[src/logic/rx_serial_pkg.sv]
// Constants shared by the asynchronous serial receiver
package rx_serial_pkg;
  // Register byte offsets on the AHB-Lite bus
  localparam logic [7:0] OFS_RX_STAT_CTRL = 8'h00;
  localparam logic [7:0] OFS_TX_STAT_CTRL = 8'h04;
  localparam logic [7:0] OFS_BAUD_CTRL = 8'h08;
  localparam logic [7:0] OFS_BAUD_DIV_LO = 8'h0C;
  localparam logic [7:0] OFS_BAUD_DIV_HI = 8'h10;
  localparam logic [7:0] OFS_RX_DATA_PORT = 8'h14;
  localparam logic [7:0] OFS_PERIPH_FLAGS = 8'h18;
  localparam int ADDR_W = 8;
  // receive_status_control fields
  localparam int BIT_SERIAL_PORT_ENABLE = 7;
  localparam int BIT_RX9 = 6;
  localparam int BIT_RECEIVE_ENABLE = 4;
  localparam int BIT_FRAMING_FLAG = 2;
  localparam int BIT_OVERRUN_FLAG = 1;
  localparam int BIT_RX9D = 0;
  // transmit_status_control field
  localparam int BIT_SYNC = 4;
  // baud_control field
  localparam int BIT_RCIDL = 6;
  // peripheral_flag_reg field
  localparam int BIT_RX_CHAR_AVAILABLE_FLAG = 5;
  // Reset values
  localparam logic [7:0] RST_RX_STAT_CTRL = 8'h00;
  localparam logic [7:0] RST_TX_STAT_CTRL = 8'h00;
  localparam logic [7:0] RST_BAUD_CTRL = 8'h00;
  localparam logic [7:0] RST_BAUD_DIV = 8'h00;
  // Oversampling: ticks per bit and the three vote points around the centre
  localparam int OVERSAMPLE = 16;
  localparam int CNT_W = 4;
  localparam logic [3:0] VOTE_FIRST = 4'h7;
  localparam logic [3:0] VOTE_LAST = 4'h9;
  localparam logic [3:0] BITS_EIGHT = 4'h8;
  localparam logic [3:0] BITS_NINE = 4'h9;
  // FIFO depth in characters
  localparam int FIFO_DEPTH = 2;
  localparam int DATA_W = 9;
endpackage

[src/logic/async_serial_receiver.sv]
// Asynchronous serial receiver with two-entry FIFO and AHB-Lite register slave
//
// The implementer's own choices: register access over AHB-Lite and the register addresses.
`timescale 1ns/1ns

////////////////////////////////////////////////////////////////////////////////
// How it works
// - Oversample the line at sixteen ticks per bit; shift register advances per bit.
// - Completed 8 or 9 bit character moves at once into two-entry FIFO.
// - Shift register and FIFO entries are hidden; only data port pops characters.
// - Receive only with receive_enable 1, clocked mode 0, serial_port_enable 1.
// - A falling edge of the line starts a character; start bit is low.
// - Half a bit after the edge, check the start bit is still low.
// - High start bit at mid-bit aborts silently, no error, hunt again.
// - Each later bit centre a full bit on, majority voted, shifted in.
// - Stop position sampled one bit later; low sets framing error, high clears.
// - Right after stop, push character and raise character-available flag.
// - Reading the data port returns the oldest character and removes it.
// - While overrun pends, no further characters enter the FIFO.
// - First bit after start becomes data bit zero.
// - nine_bit_receive_sel picks nine data bits, else eight.
// - Third character with FIFO full sets overrun, or is lost with no overrun if a data-port pop falls in the same cycle; cleared by either enable.
// - Framing error stored per entry; framing_flag shows the oldest.
module async_serial_receiver
  import rx_serial_pkg::*;
#(
  parameter int DEPTH = FIFO_DEPTH
) (
  input wire logic hclk,
  input wire logic hresetn,
  input wire logic hsel,
  input wire logic [31:0] haddr,
  input wire logic [1:0] htrans,
  input wire logic hwrite,
  input wire logic [2:0] hsize,
  input wire logic [31:0] hwdata,
  input wire logic hready,
  output logic hreadyout,
  output logic hresp,
  output logic [31:0] hrdata,
  input wire logic receive_data_pin,
  output logic rx_char_available_flag
);

  typedef enum logic [1:0] {ST_IDLE, ST_START, ST_DATA, ST_STOP} rx_state_e;

  function automatic logic maj3(input logic [2:0] v);
    maj3 = (v[0] & v[1]) | (v[0] & v[2]) | (v[1] & v[2]);
  endfunction

  //////////////////////////////////////////////////////////////////////////////
  // Registers and bus state
  logic [7:0] rx_ctrl_q;
  logic [7:0] tx_ctrl_q;
  logic [7:0] baud_ctrl_q;
  logic [7:0] div_lo_q;
  logic [7:0] div_hi_q;
  logic wr_ph_q;
  logic rd_ph_q;
  logic [ADDR_W-1:0] addr_q;
  logic take;
  logic pop;
  logic serial_port_enable;
  logic receive_enable;
  logic rx_on;

  // Receiver state
  rx_state_e state_q;
  logic [CNT_W-1:0] cnt_q;
  logic [3:0] bit_cnt_q;
  logic [DATA_W-1:0] shreg_q;
  logic [1:0] votes_q;
  logic [15:0] div_cnt_q;
  logic tick;
  logic sync1_q;
  logic sync2_q;
  logic rx_prev_q;
  logic vote;
  logic in_vote;
  logic push;
  logic framing_flag_new;
  logic [DATA_W-1:0] char_done;

  // FIFO
  logic [DATA_W:0] mem_q [DEPTH];
  logic [$clog2(DEPTH)-1:0] wr_ptr_q;
  logic [$clog2(DEPTH)-1:0] rd_ptr_q;
  logic [$clog2(DEPTH):0] count_q;
  logic overrun_flag_q;
  logic [DATA_W:0] top;
  logic fifo_full;

  assign serial_port_enable = rx_ctrl_q[BIT_SERIAL_PORT_ENABLE];
  assign receive_enable = rx_ctrl_q[BIT_RECEIVE_ENABLE];
  assign rx_on = receive_enable & ~tx_ctrl_q[BIT_SYNC] & serial_port_enable;
  assign top = mem_q[rd_ptr_q];
  assign fifo_full = (count_q == ($clog2(DEPTH)+1)'(DEPTH));
  assign rx_char_available_flag = (count_q != '0);

  //////////////////////////////////////////////////////////////////////////////
  // AHB-Lite slave: writes zero wait, reads one wait state
  assign take = hsel & htrans[1] & hready;
  assign hreadyout = ~rd_ph_q;
  assign hresp = 1'b0;
  assign pop = rd_ph_q & (addr_q == OFS_RX_DATA_PORT) & (count_q != '0);

  always_ff @(posedge hclk or negedge hresetn) begin
    if (!hresetn) begin
      wr_ph_q <= 1'b0;
      rd_ph_q <= 1'b0;
      addr_q <= '0;
    end else begin
      wr_ph_q <= take & hwrite;
      rd_ph_q <= take & ~hwrite;
      if (take) begin
        addr_q <= haddr[ADDR_W-1:0];
      end
    end
  end

  always_ff @(posedge hclk or negedge hresetn) begin
    if (!hresetn) begin
      rx_ctrl_q <= RST_RX_STAT_CTRL;
      tx_ctrl_q <= RST_TX_STAT_CTRL;
      baud_ctrl_q <= RST_BAUD_CTRL;
      div_lo_q <= RST_BAUD_DIV;
      div_hi_q <= RST_BAUD_DIV;
    end else if (wr_ph_q) begin
      unique case (addr_q)
        OFS_RX_STAT_CTRL: rx_ctrl_q <= hwdata[7:0];
        OFS_TX_STAT_CTRL: tx_ctrl_q <= hwdata[7:0];
        OFS_BAUD_CTRL: baud_ctrl_q <= hwdata[7:0];
        OFS_BAUD_DIV_LO: div_lo_q <= hwdata[7:0];
        OFS_BAUD_DIV_HI: div_hi_q <= hwdata[7:0];
        default: ;
      endcase
    end
  end

  // Read data; the shift register and FIFO entries have no address
  always_ff @(posedge hclk or negedge hresetn) begin
    if (!hresetn) begin
      hrdata <= '0;
    end else if (rd_ph_q) begin
      hrdata <= '0;
      unique case (addr_q)
        OFS_RX_STAT_CTRL: begin
          hrdata[7:0] <= rx_ctrl_q;
          hrdata[BIT_FRAMING_FLAG] <= (count_q != '0) & top[DATA_W];
          hrdata[BIT_OVERRUN_FLAG] <= overrun_flag_q;
          hrdata[BIT_RX9D] <= (count_q != '0) & top[DATA_W-1];
        end
        OFS_TX_STAT_CTRL: hrdata[7:0] <= tx_ctrl_q;
        OFS_BAUD_CTRL: begin
          hrdata[7:0] <= baud_ctrl_q;
          hrdata[BIT_RCIDL] <= (state_q == ST_IDLE);
        end
        OFS_BAUD_DIV_LO: hrdata[7:0] <= div_lo_q;
        OFS_BAUD_DIV_HI: hrdata[7:0] <= div_hi_q;
        OFS_RX_DATA_PORT: hrdata[7:0] <= top[7:0];
        OFS_PERIPH_FLAGS: hrdata[BIT_RX_CHAR_AVAILABLE_FLAG] <= rx_char_available_flag;
        default: ;
      endcase
    end
  end

  //////////////////////////////////////////////////////////////////////////////
  // Sixteen-per-bit tick from the baud divisor
  assign tick = rx_on & (div_cnt_q == '0);

  always_ff @(posedge hclk or negedge hresetn) begin
    if (!hresetn) begin
      div_cnt_q <= '0;
    end else if (!rx_on || div_cnt_q == '0) begin
      div_cnt_q <= {div_hi_q, div_lo_q};
    end else begin
      div_cnt_q <= div_cnt_q - 16'h0001;
    end
  end

  // Line synchroniser and edge history
  always_ff @(posedge hclk or negedge hresetn) begin
    if (!hresetn) begin
      sync1_q <= 1'b1;
      sync2_q <= 1'b1;
      rx_prev_q <= 1'b1;
    end else begin
      sync1_q <= receive_data_pin;
      sync2_q <= sync1_q;
      rx_prev_q <= sync2_q;
    end
  end

  //////////////////////////////////////////////////////////////////////////////
  // Receive state machine
  assign in_vote = (cnt_q >= VOTE_FIRST) && (cnt_q <= VOTE_LAST);
  assign vote = maj3({votes_q, sync2_q});
  assign char_done = rx_ctrl_q[BIT_RX9] ? shreg_q : {1'b0, shreg_q[DATA_W-1:1]};
  assign framing_flag_new = ~vote;
  assign push = tick & (state_q == ST_STOP) & (cnt_q == VOTE_LAST);

  always_ff @(posedge hclk or negedge hresetn) begin
    if (!hresetn) begin
      state_q <= ST_IDLE;
      cnt_q <= '0;
      bit_cnt_q <= '0;
      shreg_q <= '0;
      votes_q <= '0;
    end else if (!rx_on) begin
      state_q <= ST_IDLE;
      cnt_q <= '0;
    end else begin
      unique case (state_q)
        ST_IDLE: begin
          cnt_q <= '0;
          if (rx_prev_q && !sync2_q) begin
            state_q <= ST_START;
          end
        end
        default: begin
          if (tick) begin
            cnt_q <= cnt_q + 4'h1;
            if (in_vote) begin
              votes_q <= {votes_q[0], sync2_q};
            end
            if (cnt_q == VOTE_LAST) begin
              unique case (state_q)
                ST_START: begin
                  bit_cnt_q <= '0;
                  state_q <= vote ? ST_IDLE : ST_DATA;
                end
                ST_DATA: begin
                  shreg_q <= {vote, shreg_q[DATA_W-1:1]};
                  bit_cnt_q <= bit_cnt_q + 4'h1;
                  if (bit_cnt_q + 4'h1 ==
                      (rx_ctrl_q[BIT_RX9] ? BITS_NINE : BITS_EIGHT)) begin
                    state_q <= ST_STOP;
                  end
                end
                default: state_q <= ST_IDLE;
              endcase
            end
          end
        end
      endcase
    end
  end

  //////////////////////////////////////////////////////////////////////////////
  // Two-entry FIFO with framing status per entry and overrun
  always_ff @(posedge hclk or negedge hresetn) begin
    if (!hresetn) begin
      wr_ptr_q <= '0;
      rd_ptr_q <= '0;
      count_q <= '0;
    end else if (!serial_port_enable) begin
      wr_ptr_q <= '0;
      rd_ptr_q <= '0;
      count_q <= '0;
    end else begin
      if (push && !overrun_flag_q && !fifo_full) begin
        wr_ptr_q <= wr_ptr_q + 1'b1;
      end
      if (pop) begin
        rd_ptr_q <= rd_ptr_q + 1'b1;
      end
      if ((push && !overrun_flag_q && !fifo_full) && !pop) begin
        count_q <= count_q + 1'b1;
      end else if (!(push && !overrun_flag_q && !fifo_full) && pop) begin
        count_q <= count_q - 1'b1;
      end
    end
  end

  always_ff @(posedge hclk) begin
    if (push && serial_port_enable && !overrun_flag_q && !fifo_full) begin
      mem_q[wr_ptr_q] <= {framing_flag_new, char_done};
    end
  end

  always_ff @(posedge hclk or negedge hresetn) begin
    if (!hresetn) begin
      overrun_flag_q <= 1'b0;
    end else if (!receive_enable || !serial_port_enable) begin
      overrun_flag_q <= 1'b0;
    end else if (push && fifo_full && !pop) begin
      overrun_flag_q <= 1'b1;
    end
  end

endmodule

[config.mk]
export PLATFORM = sky130hd
export DESIGN_NAME = async_serial_receiver
export DESIGN_NICKNAME = d
export VERILOG_FILES = /design/src/logic/rx_serial_pkg.sv /design/src/logic/async_serial_receiver.sv
export SDC_FILE = /design/constraint.sdc
export NUM_CORES = 1
export LEC_CHECK = 0
export ABC_AREA = 1
export BUFFER_PORTS_ARGS = -buffer_cell sky130_fd_sc_hd__buf_2
export CAP_MARGIN = 20
export CORE_UTILIZATION = 40
export DETAILED_ROUTE_END_ITERATION = 10
export GPL_TIMING_DRIVEN = 0
export HOLD_SLACK_MARGIN = 0.08
export REMOVE_ABC_BUFFERS = 1
export SYNTH_ARGS = -nofsm -noshare
export SYNTH_HDL_FRONTEND = slang
export SYNTH_SLANG_ARGS = --single-unit
[constraint.sdc]
create_clock -name hclk -period 5.4 [get_ports hclk]
set_input_delay 0.27 -clock hclk [delete_from_list [all_inputs] [get_ports hclk]]
set_output_delay 0.27 -clock hclk [all_outputs]
set_load 0.01 [all_outputs]
==> reports/metrics.yaml, run 1 <==
avgRoutedWirePerCell_um: 13.9
first_pass_iters: 7
htreeDepth: 4
vias: 4413
peakVddDrop_uv: 231
finalInstanceArea_mm2: 0.00702
max_slew_margin: 0.429
ys_types: 49
fin_nets: 801
row_count: 45
endpoint_kind: "flop"
worstPathMaxFanout: 10
overflow: 0
drv_slew: 0
fillerInstances: 1444
cp.required_ns: 5.44
synthMostInstantiatedCell: "nand2_1"
drtIter0Drc: 229
async_flop_share: 0.832
clock_path_buffers: 2
ys_seq_area_frac: 0.498
yosys_warnings: 0
design.die.area_mm2: 0.0160
clkLatencyLatePin_ns: 0.42
grt_pass1_vias: 4360
cts_tree: "yes"
tns_ns: 0
arrival_ns: 2.66
io_buffers: 32
syn_to_final_growth_pct: 13.5
synth_common_cells: "nand2_1, dfrtp_1, inv_1"
syn_inst: 674
drive_gt1_frac: 0.213
die_h_um: 126
drt_wl_total_mm: 12.8
ys.flop_type: "dfrtp_1"
grt_max_degree: 72
powerDensity_mw_per_mm2: 313
finalCriticalPeriod_ns: 2.62
initial_core_util: 0.408
dpl-instance-area_mm2: 0.00640
timing_hold_violations_final: 0
hp-class: "input pin to flop"
critPathKind: "flop to flop"
num_antenna_cells: 0
synth_top_cell_area_share: 0.389
startpoint_type: "flop"
core_mm2: 0.0151
synth_top_area_cell: "dfrtp_1"
drc: 2
grt_pass1_wl_mm: 21.5
cts_resized: 0
ios: 110
dieWidth_um: 126
synth_area_leaders: "dfrtp_1, edfxtp_1, nand2_1"
fmax_mhz: 382
gp_congestion: 0.846
synth_enable_flop_cells: 20
synth_seq_cells: 119
avgSynthCellArea_um2: 9.17
post_drt_via_cell_ratio: 4.81
leakage_nw: 3.25
rsz0062_at_grt: "no"
netlist_area_mm2: 0.00618
cts.sinks: 119
finalSetupViolCount: 0
numCtsBuffers: 17
status: "complete, but fails checks"
cts_root_buffer: "clkbuf_16"
drv_cap: 0
violations: "design-rule violations"
finalCritPeriodShare: 0.485
ant_nets: 0
antenna_found_initial: 0
dpl.hpwl_mm: 9.42
clkTransAtPathRegs_ns: 0.06
grt_use_total: 0.176
tightest_slew_ns: 0.847
fin_skew_ns: 0.00743
[report_power, final]
group	switching (mW)	internal, mW	leakage [nW]
sequential	0.0236	0.942	1.21
clock	0.419	0.678	0.271
combinational	0.0894	0.0443	1.77
total	0.532	1.66	3.25
[worst max-delay path: stages, from the launching register on]
cell and delay [ns]:
dfrtp_1 0.39, inv_1 0.12, ha_1 0.22, inv_1 0.05, nor2_1 0.08, nand2_1 0.08
nor2_4 0.14, nand2_2 0.10, nor2_2 0.20, nand4_1 0.20, nor2_1 0.66
[logic make-up (layout without fill, tap and decap cells)]
| group | Yosys count | after routing | share of synthesized area |
|---|---|---|---|
| simple gates | 295 | 295 | 0.236 |
| compound gates | 120 | 120 | 0.122 |
| flops | 119 | 119 | 0.498 |
| buf+inv | 110 | 141 | 0.0951 |
| xor+xnor | 15 | 15 | 0.0212 |
| fa+ha+maj | 10 | 10 | 0.0202 |
| mux | 4 | 4 | 0.00708 |
| other cells | 1 | 25 | 0.000606 |
[through the flow]
stage          hold WS (ns)  power, mW  setup slack, ns   util  std cells
6_report             0.0887       2.20             2.78  0.463        917
5_1_grt              0.0883       2.28             2.49  0.463        917
4_1_cts              0.0805       2.22             2.71  0.463        917
3_5_place_dp          0.230       1.12             2.72  0.422        881
3_3_place_gp          0.346       1.11             2.77  0.420        880
2_1_floorplan       -0.0256       1.05             3.26      -        660
[cells in the final DEF, fill, tap and decap left out, types with 3 or more instances in the layout]
cell type,netlist,final
nand3_2,3,3
o211ai_1,3,3
inv_1,62,62
nor2_8,3,3
mux2_2,3,3
o21ai_2,29,29
clkbuf_16,0,17
dlygate4sd3_1,0,4
xnor2_1,12,12
buf_2,2,31
nand2_4,4,4
nand2_2,14,14
nand3_1,27,27
dfstp_2,3,3
a211oi_1,5,5
xor2_1,3,3
clkinv_2,1,4
clkinv_4,1,5
nor2_4,7,7
dfrtp_1,96,96
edfxtp_1,20,20
nand2_1,149,149
ha_1,10,10
nand4_1,12,12
a21oi_1,27,27
o21ai_0,37,37
nor2_2,9,9
inv_2,3,3
conb_1,1,25
a31oi_1,3,3
nor2_1,56,56
clkinvlp_4,0,5
o21ai_1,12,12
[flip-flops by register name, indices dropped and copies added (netlist names), 4 cells and up]
register     count
hrdata           8
div_hi_q         8
div_lo_q         8
mem_q           20
baud_ctrl_q      7
cnt_q            4
bit_cnt_q        4
div_cnt_q       16
rx_ctrl_q        5
tx_ctrl_q        8
addr_q           8
shreg_q          9
[final timing paths]
path | slack (ns) | cells after the start | from | endpoint
setup / recovery | 2.78 | 10 | div_cnt_q[0]$_DFF_PN0_ | mem_q[1][4]$_DFFE_PP_
setup reg to reg | 2.78 | 10 | div_cnt_q[0]$_DFF_PN0_ | mem_q[1][4]$_DFFE_PP_
hold reg to reg | 0.36 | 0 | sync1_q$_DFF_PN1_ | sync2_q$_DFF_PN1_
hold / removal | 0.09 | 2 | haddr[1] | addr_q[1]$_DFFE_PN0P_
min in group asynchronous | 0.33 | 2 | hresetn | bit_cnt_q[2]$_DFFE_PN0P_
max in group asynchronous | 4.39 | 3 | hresetn | baud_ctrl_q[0]$_DFFE_PN0P_
[metal layers]
metal	GRT usage	vias to the layer above	wire length, um
met3	0.0439	26	408
met4	0.0886	0	397
met5	0	-	0
met1	0.213	2050	5750
met2	0.294	86	6200
li1	-	2251	-
[cell type report]
class,instances,area [um2],share of cell area
repair buffers,37,230,0.0328
multi-input cells,469,2600,0.371
clock buffers,17,425,0.0606
well taps,188,235,0.0335
inverters,72,287,0.0408
clock inverters,15,156,0.0223
flip-flops and latches,119,3080,0.439
[timing repair]
item	4_1_cts	5_1_grt
hold buffers	4	0
endpoints found under the setup margin	0	0
endpoints found under the hold margin	29	0
setup buffers	0	0
Power figures use the tool's default switching activity.
==> run 2: changes to the inputs <==
--- a/config.mk
+++ b/config.mk
@@ -5,7 +5,7 @@
 export SDC_FILE = /design/constraint.sdc
 export NUM_CORES = 1
 export LEC_CHECK = 0
-export ABC_AREA = 1
+export ABC_AREA = 0
 export BUFFER_PORTS_ARGS = -buffer_cell sky130_fd_sc_hd__buf_2
 export CAP_MARGIN = 20
 export CORE_UTILIZATION = 40
==> constraint.sdc (replaced) <==
create_clock -name hclk -period 2.6 [get_ports hclk]
set_input_delay 0.13 -clock hclk [delete_from_list [all_inputs] [get_ports hclk]]
set_output_delay 0.13 -clock hclk [all_outputs]
set_load 0.01 [all_outputs]
==> reports/metrics.yaml, run 2 <==
cts.sinks: 119
synth_top_cell_area_share: 0.411
reg_top3: "mem_q x20, div_cnt_q x16, shreg_q x9"
finalCriticalPeriod_ns: 2.41
overflow: 0
cp_slowest_stage_delay_ns: 0.49
ys_types: 58
fin_skew_ns: 0.00604
arrival_ns: 2.44
avgRoutedWirePerCell_um: 16.3
grt_pass1_wl_mm: 19.8
status: "finished, final reports clean"
crit_path_top_delay_cell: "nor2_2"
dpl.hpwl_mm: 8.58
endpoint_kind: "flop"
netlist_area_mm2: 0.00585
clock_path_buffers: 2
yosys_warnings: 0
peakVddDrop_uv: 496
vias: 3894
drive_gt1_frac: 0.277
async_flop_share: 0.832
gp_congestion: 0.779
powerDensity_mw_per_mm2: 731
synth.area.mux_share: 0.163
max_slew_margin: 0.414
drt_wl_total_mm: 12.1
core_mm2: 0.0141
ys_seq_area_frac: 0.527
synthSimpleGateAreaFrac: 0.134
synth-compound-area-share: 0.0738
fin_nets: 636
worstPathMaxFanout: 10
fillerInstances: 1272
first_pass_iters: 4
initial_core_util: 0.415
synth_xor_area_frac: 0.0285
drtIter0Drc: 177
numCtsBuffers: 17
synthMostInstantiatedCell: "dfrtp_1"
num_antenna_cells: 0
largest_reg_flops: 20
pre_cts_slack_ns: -0.0548
setup_slack_ns: 0.193
cts_setup_buffers: 0
cts_tree: "yes"
finalCritPeriodShare: 0.926
synthAdderAreaFrac: 0.0214
dpl-instance-area_mm2: 0.00610
synth_area_leaders: "dfrtp_1, mux2_2, edfxtp_1"
row_count: 43
avgSynthCellArea_um2: 11.8
synth_enable_flop_cells: 20
mostFrequentLayoutCells: "dfrtp_1, mux2_2, nand2_1"
dieWidth_um: 123
ios: 110
tightest_slew_ns: 0.878
startpoint_type: "flop"
drv_slew: 0
final_util: 0.490
design.die.area_mm2: 0.0151
synth_top_family_by_area: "multiplexers"
hp-class: "input pin to flop"
drv_cap: 0
drc: 0
timing_hold_violations_final: 0
ant_nets: 0
path_cells: "inv_1 -> ha_1 -> nor4b_1 -> and4_2 -> nand3_1 -> nor2_2"
clkLatencyLatePin_ns: 0.40
leakage_nw: 2.94
syn_to_final_growth_pct: 18.1
finalInstanceArea_mm2: 0.00691
ys.flop_type: "dfrtp_1"
cp.required_ns: 2.64
grt_max_degree: 53
rsz0062_at_grt: "yes"
clkTransAtPathRegs_ns: 0.05
io_buffers: 32
fmax_mhz: 415
final_common_cell: "dfrtp_1"
cts_root_buffer: "clkbuf_16"
finalSetupViolCount: 0
synth_top_area_cell: "dfrtp_1"
syn_inst: 497
post_drt_via_cell_ratio: 5.23
htreeDepth: 4
die_h_um: 123
grt_use_total: 0.177
critPathKind: "flop to flop"
synth_common_cells: "dfrtp_1, mux2_2, nand2_1"
synth_seq_cells: 119
grt_pass1_vias: 3882
antenna_found_initial: 0
regMostFlops: "mem_q"
run 2: per-stage QoR:
stage	cells	setup TNS (ns)	power (mW)	hold slack (ns)
global route	744	-0.00903	5.25	0.308
detailed placement	693	-0.643	2.69	0.196
floorplan	480	0	2.50	-0.166
CTS	744	0	5.10	0.245
global placement	692	0	2.67	0.240
finish	744	0	5.05	0.247
run 2: cell type report:
type | count | area [um2] | share of cell area
Clock inverter | 9 | 123 | 0.0178
Timing Repair Buffer | 52 | 380 | 0.0551
Inverter | 13 | 48.8 | 0.00706
Tap cell | 180 | 225 | 0.0326
Clock buffer | 23 | 488 | 0.0706
Sequential cell | 119 | 3080 | 0.446
Multi-Input combinational cell | 348 | 2560 | 0.371
run 2: worst max-delay path: cells and delay by family (launching register included):
kind / cells / cell delay, ns
AND/OR/NAND/NOR: 4 / 1.37
flip-flops: 1 / 0.40
adder cells (fa/ha/maj): 1 / 0.18
buffers and inverters: 1 / 0.09
run 2: power by group:
part,internal [mW],switching [mW]
combinational,0.262,0.266
sequential,2.00,0.157
clock,1.60,0.772
total,3.86,1.19
run 2: final timing paths:
path / end / slack (ns) / start / cells after the start
max: mem_q[0][2]$_DFFE_PP_ / 0.19 / div_cnt_q[0]$_DFF_PN0_ / 6
min: rd_ph_q$_DFF_PN0_ / 0.25 / htrans[1] / 3
max reg2reg: mem_q[0][2]$_DFFE_PP_ / 0.19 / div_cnt_q[0]$_DFF_PN0_ / 6
min reg2reg: sync2_q$_DFF_PN1_ / 0.36 / sync1_q$_DFF_PN1_ / 0
max in group asynchronous: div_hi_q[7]$_DFFE_PN0P_ / 1.63 / hresetn / 3
min in group asynchronous: tx_ctrl_q[3]$_DFFE_PN0P_ / 0.29 / hresetn / 2
run 2: cells by family (layout without fill, tap and decap cells):
| kind of cell | count (synthesis) | in the layout |
|---|---|---|
| xor+xnor | 19 | 19 |
| other cells | 1 | 25 |
| mux | 85 | 85 |
| simple gates | 144 | 144 |
| compound gates | 65 | 65 |
| flops | 119 | 119 |
| buf+inv | 54 | 97 |
| fa+ha+maj | 10 | 10 |
run 2: per-layer routing:
metal,global-route usage,up-vias,wire (um)
met5,0,-,0
met4,0.0610,0,170
met3,0.0452,13,452
met2,0.295,86,6000
met1,0.222,1952,5470
li1,-,1843,-
run 2: repair_timing:
| action | in CTS | in global routing |
|---|---|---|
| cloned | 0 | 0 |
| endpoints found under the setup margin | 20 | 14 |
| gates resized for setup | 2 | 1 |
| hold buffers | 19 | 0 |
| hold endpoints to repair | 91 | 0 |
==> run 3: changes to the inputs <==
--- a/config.mk
+++ b/config.mk
@@ -5,7 +5,7 @@
 export SDC_FILE = /design/constraint.sdc
 export NUM_CORES = 1
 export LEC_CHECK = 0
-export ABC_AREA = 0
+export ABC_AREA = 1
 export BUFFER_PORTS_ARGS = -buffer_cell sky130_fd_sc_hd__buf_2
 export CAP_MARGIN = 20
 export CORE_UTILIZATION = 40
==> reports/metrics.yaml, run 3 (synthesis gave the netlist of run 1 again) <==
ant_nets: 0
htreeDepth: 4
grt_pass1_wl_mm: 21.8
clock_path_buffers: 2
drive_gt1_frac: 0.212
vias: 4499
r2r_cells: 10
final_common_cell: "nand2_1"
hp-class: "input pin to flop"
min_from: "hwdata[3]"
largest_reg_flops: 20
io_buffers: 32
mostFrequentLayoutCells: "nand2_1, dfrtp_1, inv_1"
dpl.hpwl_mm: 9.42
critPathKind: "flop to flop"
grt_max_degree: 72
dpl-instance-area_mm2: 0.00640
row_count: 45
holdPathStages: 3
finalCritPeriodShare: 0.935
tns_ns: 0
fillerInstances: 1434
finalCriticalPeriod_ns: 2.43
avgRoutedWirePerCell_um: 13.9
finalInstanceArea_mm2: 0.00714
finalSetupViolCount: 0
setup_slack_ns: 0.169
clkTransAtPathRegs_ns: 0.05
final_util: 0.472
reg2reg_from: "div_cnt_q[0]$_DFF_PN0_"
fmax_mhz: 411
grt_use_total: 0.178
ff_latch_area_mm2: 0.00308
fin_nets: 813
multi_input_area_mm2: 0.00261
cts_setup_buffers: 0
cp.required_ns: 2.65
design.die.area_mm2: 0.0160
grt_pass1_vias: 4423
worstPathMaxFanout: 10
powerDensity_mw_per_mm2: 640
syn_to_final_growth_pct: 15.5
endpoint_kind: "flop"
status: "complete, but fails checks"
timing_hold_violations_final: 0
arrival_ns: 2.48
r2r-end: "mem_q[1][4]$_DFFE_PP_"
place_inst: 881
rrSetupSlack_ns: 0.17
p_total_mw: 4.57
cts_root_buffer: "clkbuf_16"
num_antenna_cells: 0
fin_skew_ns: 0.00921
startpoint_type: "flop"
ios: 110
whs_ns: 0.0961
overflow: 0
regMostFlops: "mem_q"
initial_core_util: 0.408
cts.sinks: 119
rsz0062_at_grt: "yes"
peakVddDrop_uv: 482
tightest_slew_ns: 0.836
drv_slew: 0
pre_cts_slack_ns: -0.0758
reg_top3: "mem_q x20, div_cnt_q x16, shreg_q x9"
numCtsBuffers: 17
drtIter0Drc: 209
clkLatencyLatePin_ns: 0.41
drc: 2
post_drt_via_cell_ratio: 4.84
violations: "design-rule violations"
first_pass_iters: 8
drv_cap: 0
core_mm2: 0.0151
max_slew_margin: 0.437
dieWidth_um: 126
hold_end: "div_lo_q[3]$_DFFE_PN0P_"
gp_congestion: 0.846
drt_wl_total_mm: 12.9
die_h_um: 126
final_cell_count_no_fill: 929
leakage_nw: 3.30
cts_tree: "yes"
antenna_found_initial: 0
-- run 3: cell types whose count changed in the layout (fill, tap and decap cells not counted), moves of 9 or more --
cell / before / now
nand2_2: 3 / 14
nand4_1: 3 / 12
mux2_2: 72 / 3
o21ai_2: 0 / 29
nand3_1: 13 / 27
o21ai_0: 22 / 37
nor2_2: 2 / 11
mux2i_1: 12 / 1
nor2_1: 26 / 54
nand2_1: 48 / 149
o21ai_1: 0 / 12
inv_1: 13 / 62
a21oi_1: 9 / 27
-- run 3: layer usage --
| metal | share of wire | up-vias | track usage |
|---|---|---|---|
| met5 | 0 | - | 0 |
| met4 | 0.027 | 0 | 0.0886 |
| met3 | 0.034 | 24 | 0.0439 |
| met2 | 0.49 | 84 | 0.300 |
| met1 | 0.45 | 2114 | 0.214 |
| li1 | - | 2277 | - |
-- run 3: how the worst max path moves through the flow --
| stage | startpoint | end | slack, ns | depth (start not counted) |
|---|---|---|---|---|
| floorplan | div_cnt_q[0]$_DFF_PN0_ | mem_q[1][0]$_DFFE_PP_ | 0.46 | 10 |
| global placement | div_cnt_q[0]$_DFF_PN0_ | mem_q[0][0]$_DFFE_PP_ | -0.03 | 10 |
| detailed placement | div_cnt_q[0]$_DFF_PN0_ | mem_q[1][0]$_DFFE_PP_ | -0.08 | 10 |
| CTS | div_cnt_q[0]$_DFF_PN0_ | mem_q[0][8]$_DFFE_PP_ | -0.09 | 10 |
| global route | div_cnt_q[0]$_DFF_PN0_ | mem_q[1][7]$_DFFE_PP_ | -0.09 | 10 |
| finish | div_cnt_q[0]$_DFF_PN0_ | mem_q[1][4]$_DFFE_PP_ | 0.17 | 10 |
-- run 3: what timing repair did --
action | 4_1_cts | 5_1_grt
setup endpoints to repair | 20 | 20
hold endpoints to repair | 75 | 0
resized for setup | 0 | 2
hold buffers | 16 | 0
-- run 3: where the power goes --
group | total, mW | internal [mW] | switching, mW
combinational | 0.292 | 0.104 | 0.188
clock | 2.28 | 1.41 | 0.866
sequential | 2.01 | 1.96 | 0.0493
-- run 3: area by class of cell --
cell class                      count  area share
Sequential cell                   119       0.431
Timing Repair Buffer               49      0.0490
Multi-Input combinational cell    469       0.365
Clock buffer                       17      0.0595
Clock inverter                     15      0.0219
Tap cell                          188      0.0329
Inverter                           72      0.0401
-- run 3: worst max-delay path, stage by stage (launching register included) --
cell,delay (ns)
dfrtp_1,0.39
inv_1,0.12
ha_1,0.22
inv_1,0.05
nor2_1,0.08
nand2_1,0.08
nor2_4,0.14
nand2_2,0.10
nor2_2,0.19
nand4_1,0.23
nor2_2,0.46
